`config.mk`:
```
export PLATFORM = sky130hd
export DESIGN_NAME = fcb_branch_unit
export DESIGN_NICKNAME = d
export VERILOG_FILES = /design/src/rtl/fcb_pkg.sv /design/src/rtl/fcb_branch_unit.sv
export SDC_FILE = /design/constraint.sdc
export NUM_CORES = 1
export LEC_CHECK = 0
export ABC_AREA = 0
export BUFFER_PORTS_ARGS = -buffer_cell sky130_fd_sc_hd__buf_2
export CAP_MARGIN = 20
export CORE_UTILIZATION = 50
export CTS_CLUSTER_SIZE = 28
export DETAILED_ROUTE_END_ITERATION = 16
export PLACE_DENSITY_LB_ADDON = 0.15
export SLEW_MARGIN = 25
export SYNTH_ARGS = -nofsm -noshare
export SYNTH_HDL_FRONTEND = slang
export SYNTH_SLANG_ARGS = --single-unit
```
`constraint.sdc`:
```
create_clock -name i_sys_clk -period 2.5 [get_ports i_sys_clk]
set_clock_uncertainty 0.15 [all_clocks]
set_input_delay 0.5 -clock i_sys_clk [delete_from_list [all_inputs] [get_ports i_sys_clk]]
set_output_delay 0.5 -clock i_sys_clk [all_outputs]
set_load 0.005 [all_outputs]
```
`src/rtl/fcb_pkg.sv`:
```
package fcb_pkg;

	// ----------------------------------------
	// Widths
	// ----------------------------------------
	localparam int FCB_PC_W  = 16;
	localparam int FCB_OFS_W = 7;

	// ----------------------------------------
	// Reset values and step sizes
	// ----------------------------------------
	localparam logic [FCB_PC_W-1:0] FCB_PC_RESET = 16'h0000;
	localparam logic [FCB_PC_W-1:0] FCB_PC_STEP  = 16'h0001;

	// Branch condition selector, one code per conditional opcode
	typedef enum logic [3:0] {
		FCB_JUMP_IF_LOWER,
		FCB_JUMP_IF_NEGATIVE,
		FCB_JUMP_IF_POSITIVE,
		FCB_JUMP_IF_SIGNED_GE,
		FCB_JUMP_IF_SIGNED_LT,
		FCB_JUMP_IF_NIBBLE_CARRY,
		FCB_JUMP_IF_NO_NIBBLE_CARRY,
		FCB_JUMP_IF_SPARE_SET,
		FCB_JUMP_IF_SPARE_CLEAR,
		FCB_JUMP_IF_WRAP_SET,
		FCB_JUMP_IF_NO_BORROW,
		FCB_JUMP_IF_SAME_OR_ABOVE
	} fcb_cond_t;

	// Execution phases
	typedef enum logic [0:0] {
		FCB_ST_IDLE,
		FCB_ST_RELOAD
	} fcb_state_t;

endpackage

```
`src/rtl/fcb_branch_unit.sv`:
```
`timescale 1ns/1ns
// Functional notes
// - Lower branch is taken when borrow bit is one, else falls through.
// - Negative branch is taken only when msb result bit is one.
// - Positive branch is taken only when msb result bit is zero.
// - Signed greater-or-equal taken when msb xor wrap is zero.
// - Signed less-than taken when msb xor wrap is one.
// - Nibble-carry branch taken when low nibble carry is one.
// - No-nibble-carry branch taken when low nibble carry is zero.
// - Spare-set branch taken when spare flag is one.
// - Spare-clear branch taken when spare flag is zero.
// - Wrap-set branch taken when signed wrap bit is one.
// - Taken branch loads PC plus offset plus one; flags untouched; two clocks.
// - No-borrow and same-or-above branches taken when borrow bit is zero.
module fcb_branch_unit
	import fcb_pkg::*;
#(
	parameter int PC_W  = FCB_PC_W,
	parameter int OFS_W = FCB_OFS_W
) (
	input  wire logic             i_sys_clk,
	input  wire logic             i_reset_n,
	input  wire logic             i_clk_en,
	input  wire logic             i_start,
	input  wire fcb_cond_t        i_cond,
	input  wire logic [OFS_W-1:0] i_jump_offset,
	input  wire logic [PC_W-1:0]  i_pc,
	input  wire logic             i_borrow_bit,
	input  wire logic             i_msb_result_bit,
	input  wire logic             i_signed_wrap_bit,
	input  wire logic             i_low_nibble_carry,
	input  wire logic             i_spare_flag_bool,
	output logic                  o_busy,
	output logic                  o_done,
	output logic                  o_taken,
	output logic [PC_W-1:0]       o_next_pc
);

	// ----------------------------------------
	// State
	// ----------------------------------------
	typedef struct packed {
		fcb_state_t      state;
		logic            done;
		logic            taken;
		logic [PC_W-1:0] next_pc;
		logic [PC_W-1:0] target;
	} fcb_regs_t;

	fcb_regs_t regs_r;
	fcb_regs_t regs_nxt;
	logic      cond_met;
	logic [PC_W-1:0] target_pc;

	// ----------------------------------------
	// Target address
	// ----------------------------------------
	// Sign-extend the offset so backward branches work
	// the sum wraps at the PC width just as the core's own counter does
	assign target_pc = PC_W'(i_pc + PC_W'($signed(i_jump_offset)) + FCB_PC_STEP);

	// ----------------------------------------
	// Condition decode and sequencer
	// ----------------------------------------
	// Flags are only read, never written; the block has no flag outputs
	always_comb begin
		case (i_cond)
			FCB_JUMP_IF_LOWER:           cond_met = i_borrow_bit;
			FCB_JUMP_IF_NEGATIVE:        cond_met = i_msb_result_bit;
			FCB_JUMP_IF_POSITIVE:        cond_met = !i_msb_result_bit;
			FCB_JUMP_IF_SIGNED_GE:       cond_met = !(i_msb_result_bit ^ i_signed_wrap_bit);
			FCB_JUMP_IF_SIGNED_LT:       cond_met = i_msb_result_bit ^ i_signed_wrap_bit;
			FCB_JUMP_IF_NIBBLE_CARRY:    cond_met = i_low_nibble_carry;
			FCB_JUMP_IF_NO_NIBBLE_CARRY: cond_met = !i_low_nibble_carry;
			FCB_JUMP_IF_SPARE_SET:       cond_met = i_spare_flag_bool;
			FCB_JUMP_IF_SPARE_CLEAR:     cond_met = !i_spare_flag_bool;
			FCB_JUMP_IF_WRAP_SET:        cond_met = i_signed_wrap_bit;
			FCB_JUMP_IF_NO_BORROW,
			FCB_JUMP_IF_SAME_OR_ABOVE:   cond_met = !i_borrow_bit;
			default:                     cond_met = 1'h0;
		endcase

		// Next state: fall through in one clock, reload in two
		// start is only looked at in idle, so a request while busy is dropped
		regs_nxt      = regs_r;
		regs_nxt.done = 1'h0;
		case (regs_r.state)
			FCB_ST_IDLE: begin
				if (i_start) begin
					if (cond_met) begin
						regs_nxt.state  = FCB_ST_RELOAD;
						regs_nxt.target = target_pc;
					end else begin
						regs_nxt.done    = 1'h1;
						regs_nxt.taken   = 1'h0;
						regs_nxt.next_pc = PC_W'(i_pc + FCB_PC_STEP);
					end
				end
			end
			FCB_ST_RELOAD: begin
				regs_nxt.state   = FCB_ST_IDLE;
				regs_nxt.done    = 1'h1;
				regs_nxt.taken   = 1'h1;
				regs_nxt.next_pc = regs_r.target;
			end
			default: regs_nxt.state = FCB_ST_IDLE;
		endcase
	end

	// ----------------------------------------
	// Register stage
	// ----------------------------------------
	// Clock enable low freezes everything, a pending reload included
	always_ff @(posedge i_sys_clk) begin
		if (!i_reset_n) begin
			regs_r.state   <= FCB_ST_IDLE;
			regs_r.done    <= 1'h0;
			regs_r.taken   <= 1'h0;
			regs_r.next_pc <= FCB_PC_RESET;
			regs_r.target  <= FCB_PC_RESET;
		end else if (i_clk_en) begin
			regs_r <= regs_nxt;
		end
	end

	// ----------------------------------------
	// Outputs
	// ----------------------------------------
	// Busy is a plain decode of the state; result outputs come straight from flops
	assign o_busy    = (regs_r.state == FCB_ST_RELOAD);
	assign o_done    = regs_r.done;
	assign o_taken   = regs_r.taken;
	assign o_next_pc = regs_r.next_pc;
endmodule

```
Yosys cells after proc, flatten, opt, wreduce, memory -nomap -nowiden. Cells that the tools add are included.

Flip-flop bits (word level): 35. Bits of input ports: 36. Output and inout bits: 19. Logic and storage cells: 38.

Add/sub/neg operators: 3. Eq/ne operators: 13. Multiplexer cells: 6. Bitwise gates (word level): 2. Reduce and logical (&&, ||, !) cells: 9.

Operators with widths (number): $pmux 19 s2 (1); $mux 35 (1); $add 16x1->16 const B (2); $mux 18 (1); $add 16x16->16 (1); $eq 4x3->1 const B (4); $eq 4x4->1 const B (4); $mux 16 (1); $pmux 1 s11 (1); $eq 4x2->1 const B (2); $logic_not 1->1 (5); $eq 4x1->1 const B (1); $logic_not 4->1 (1); $ne 2x2->1 const B (2); $reduce_and 4->1 (1); $reduce_and 3->1 (1); $reduce_or 2->1 (1); $mux 1 (1); $not 1->1 (1); $xor 1x1->1 (1).

Longest topological paths before layout.
Depth in word-level cells: 6. Gate-level depth with buffers: 11. Depth with buffers taken out: 11.

Worst setup path before layout. No wires, ideal clock.

Path type: input to register. Start point: input i_jump_offset[0]. End point: register regs_r[10] (netlist bit). Setup time: 0.123 ns. Data arrival time: 2.040 ns. Required time: 2.227 ns. Path slack: 0.187 ns. Stages: 11. Buffers on the path: 0. Cells stage by stage: inv_1 > ha_1 > inv_1 > fa_1 > nand3_1 > a211oi_1 > nor3_1 > nor2_1 > nor2_1 > xor2_1 > o22ai_1.

Longest elaborated chain between the ends: 2.

RTL lines: from (decl) (line fcb_branch_unit.sv:26) `input wire logic [OFS_W-1:0] i_jump_offset,`; $add 16x16->16 (line fcb_branch_unit.sv:60) `assign target_pc = PC_W'(i_pc + PC_W'($signed(i_jump_offset)) + FCB_PC_STEP);`; $add 16x1->16 (line fcb_branch_unit.sv:60); to (signal assigned) (line fcb_branch_unit.sv:122) `regs_r <= regs_nxt;`; to (decl) (line fcb_branch_unit.sv:50) `fcb_regs_t regs_r;`.

No other way between the ends. A chain may end at the register's enable or synchronous reset.

Final worst setup path.
Start point: input i_jump_offset[0]. End point: register regs_r[14] (netlist bit).

Same word-level chain as after synthesis.

==> results.cfg <==
[cells_and_area]
final_nets = 415
multi_input_area_mm2 = 0.00159
drive_gt1_frac = 0.267
post-route-util = 0.622
antenna_cells = 0
seqCellArea_um2 = 701
syn_to_final_growth_pct = 16.5
fill_cells = 460

[sta]
fin_crit_sh = 0.906
drv_slew = 0
tns_ns = 0
fmax_mhz = 442
min_period_ns = 2.26
slew_headroom = 0.645
finalSetupViolCount = 0
worst_slew_pin_slew_ns = 0.532
rsz0062_at_grt = false
hold_viol = 0
hold_ws_ns = 0.301

[synth]
synth_top_area_frac = 0.269
syn_inst = 310
synthMuxAreaShare = 0.0427
synth-simple-area-share = 0.153
synth.area.top_cells = dfxtp_1 (27%), ha_1 (7.7%), buf_4 (4.9%), xor2_1 (4.7%), xnor2_1 (4.4%)
synth.largest_area_cell = dfxtp_1
ys_ff_latch = 35
seq_area_frac_synth = 0.269
synth-compound-area-share = 0.239
synthAdderAreaFrac = 0.0845
synth_cell_types = 47
synth_top_family_by_area = compound AO/OA/AOI/OAI gates
synth_ff_type = dfxtp_1
avgSynthCellArea_um2 = 8.41
synth_warnings = 0
synthXorXnorAreaFrac = 0.0907
synthesis.nets = 363
synth_edf_count = 0
syn_area_mm2 = 0.00261
async_reset_ff_frac = 0

[clocking]
cts.sinks = 35
cts-root-buf = clkbuf_8
clk_pin_slew_ns = 0.07
htree_levels = 2
cts_max_path_buffers = 2
clock_latency_ns = 0.29
post_cts_buffers = 0
cts_buffers = 5
cts_hold_buffers = 0
post_cts_resized = 0
cts_tree = done

[global_routing]
gr-total-overflow = 0
grt_usage = 0.222
grt_pass1_wl_um = 9330
grt_pass1_vias = 2052
grt_max_degree = 37
antenna_found_initial = 0

[floorplanning]
core_area_mm2 = 0.00488
die-area_mm2 = 0.00550
die_x_um = 74.2
io_pins = 55
start_util = 0.534
die_h_um = 74.2
fp-row-count = 25

[drt]
dr.first_iter.drc_count = 119
wire_per_inst_um = 13.3
drt-pass1-iter-count = 4
wl_um = 5720
drcViolationCount = 0
via_count = 2304
ant_nets = 0
viasPerCell = 5.36

[run_status]
status = finished, final reports clean

[worst_setup_path]
cp-start-kind = primary input
cp-startpoint = i_jump_offset[0]
slowest_delay_ns = 0.33
crit_slowest_cell = o311a_1
path_cells = buf_2 > inv_1 > ha_1 > inv_1 > fa_1 > nand3_1 > a211oi_1 > nor3_1 > buf_4 > o311a_1 > xnor2_1 > mux2i_1 > nor2b_1
critical_path_arrival_ns = 2.30
worstPathMaxFanout = 3
critPathKind = in -> reg
crit_path_end_kind = flop
reg2reg_from = o_busy
worstPathRequired_ns = 2.53
crit_top_cell = inv_1

[place]
gp_congestion = 0.846
hpwl_um = 4460
port-buffer-count = 54

[pwr]
p_per_area_mw_per_mm2 = 520
vdd_drop_max_mv = 0.283
leakage_nw = 1.35

[min_path]
hold_class = reg -> reg
min_from = o_next_pc[15]

[job]
max_cap_viol_count = 0
power breakdown:
part	internal (mW)	leakage (nW)	switching, mW	total (mW)
Combinational	0.213	1.01	0.229	0.442
Sequential	0.596	0.286	0.0191	0.615
Clock	0.322	0.0612	0.200	0.522
Total	1.13	1.35	0.448	1.58
cell families after synthesis:
family	count (synthesis)
xor gates and xnor gates	27
buffers and inverters	57
muxes	11
and+or+nand+nor	78
adders and majority gates	17
DFF	35
AOI/OAI and AO/OA	85
sequential cells by signal, indices dropped and copies added, names as in the netlist:
register   count
o_busy         1
o_done         1
o_next_pc     16
o_taken        1
regs_r        16
routing by layer:
layer | global-route usage | wire length, um | part of all wire
met1 | 0.302 | 2950 | 0.52
met2 | 0.359 | 2490 | 0.43
met3 | 0.0366 | 249 | 0.044
met4 | 0.0705 | 38 | 0.0066
met5 | 0 | 0 | 0
worst paths after layout:
path / endpoint / slack, ns / cells after the start
worst max-delay path: regs_r[14] / 0.24 / 13
worst min-delay path: o_next_pc[15] / 0.30 / 2
worst max register to register: regs_r[12] / 0.99 / 4
worst min register to register: o_next_pc[15] / 0.30 / 2
placed cells by master (no fill, tap or decap), types with 3 or more instances in the layout:
cell      instances
o21ai_0          21
buf_2            54
a221oi_2          7
a31oi_1           3
a21o_1            8
nor2_1            8
a21boi_0          3
nand3_1          14
mux2i_1          10
nand2_1          24
dfxtp_1          35
nor2b_1          13
o22ai_1           4
buf_4            20
a21oi_1          16
inv_1            27
o21a_1            4
nor3_1            3
ha_1             16
a221oi_1          7
clkbuf_8          6
xor2_1           14
and3_1            3
xnor2_1          13
metrics by stage:
| step | instances | total power, mW | area, um2 | worst slack (ns) |
|---|---|---|---|---|
| final | 430 | 1.58 | 3040 | 0.235 |
| after global routing | 430 | 1.67 | 3040 | 0.0305 |
| after CTS | 430 | 1.59 | 3040 | 0.249 |
| after detailed placement | 422 | 1.07 | 2920 | -0.0589 |
| after global placement | 422 | 1.06 | 2920 | -0.0439 |
| after floorplan | 310 | 0.941 | 2610 | 0.187 |
worst max-delay path: cells and delay by family:
family                     cells  cell delay (ns)
AOI/OAI and AO/OA              2             0.58
muxes                          1             0.13
adders and majority gates      2             0.39
xor gates and xnor gates       1             0.12
and+or+nand+nor                3             0.25
buffers and inverters          4             0.31
synth_stat cells, types with 2 or more instances:
| master | instances |
|---|---|
| a21boi_0 | 3 |
| a21o_1 | 8 |
| a21oi_1 | 16 |
| a221oi_1 | 7 |
| a221oi_2 | 7 |
| a31oi_1 | 3 |
| and3_1 | 3 |
| buf_4 | 17 |
| buf_6 | 3 |
| clkbuf_1 | 8 |
| dfxtp_1 | 35 |
| ha_1 | 16 |
| inv_1 | 27 |
| mux2i_1 | 10 |
| nand2_1 | 24 |
| nand2b_1 | 2 |
| nand3_1 | 14 |
| nand4_1 | 2 |
| nor2_1 | 8 |
| nor2b_1 | 13 |
| nor3_1 | 4 |
| o211a_1 | 2 |
| o21a_1 | 4 |
| o21ai_0 | 21 |
| o22ai_1 | 4 |
| o311a_1 | 2 |
| o31ai_1 | 2 |
| xnor2_1 | 13 |
| xor2_1 | 14 |
cell type report:
| type | instances | share of cell area |
|---|---|---|
| inverter | 27 | 0.0334 |
| timing repair buffer | 75 | 0.145 |
| clock buffer | 6 | 0.0272 |
| sequential | 35 | 0.231 |
| tap | 67 | 0.0276 |
| clock inverter | 2 | 0.0115 |
| multi-input combinational | 218 | 0.525 |
(Power assumes the default switching activity.)
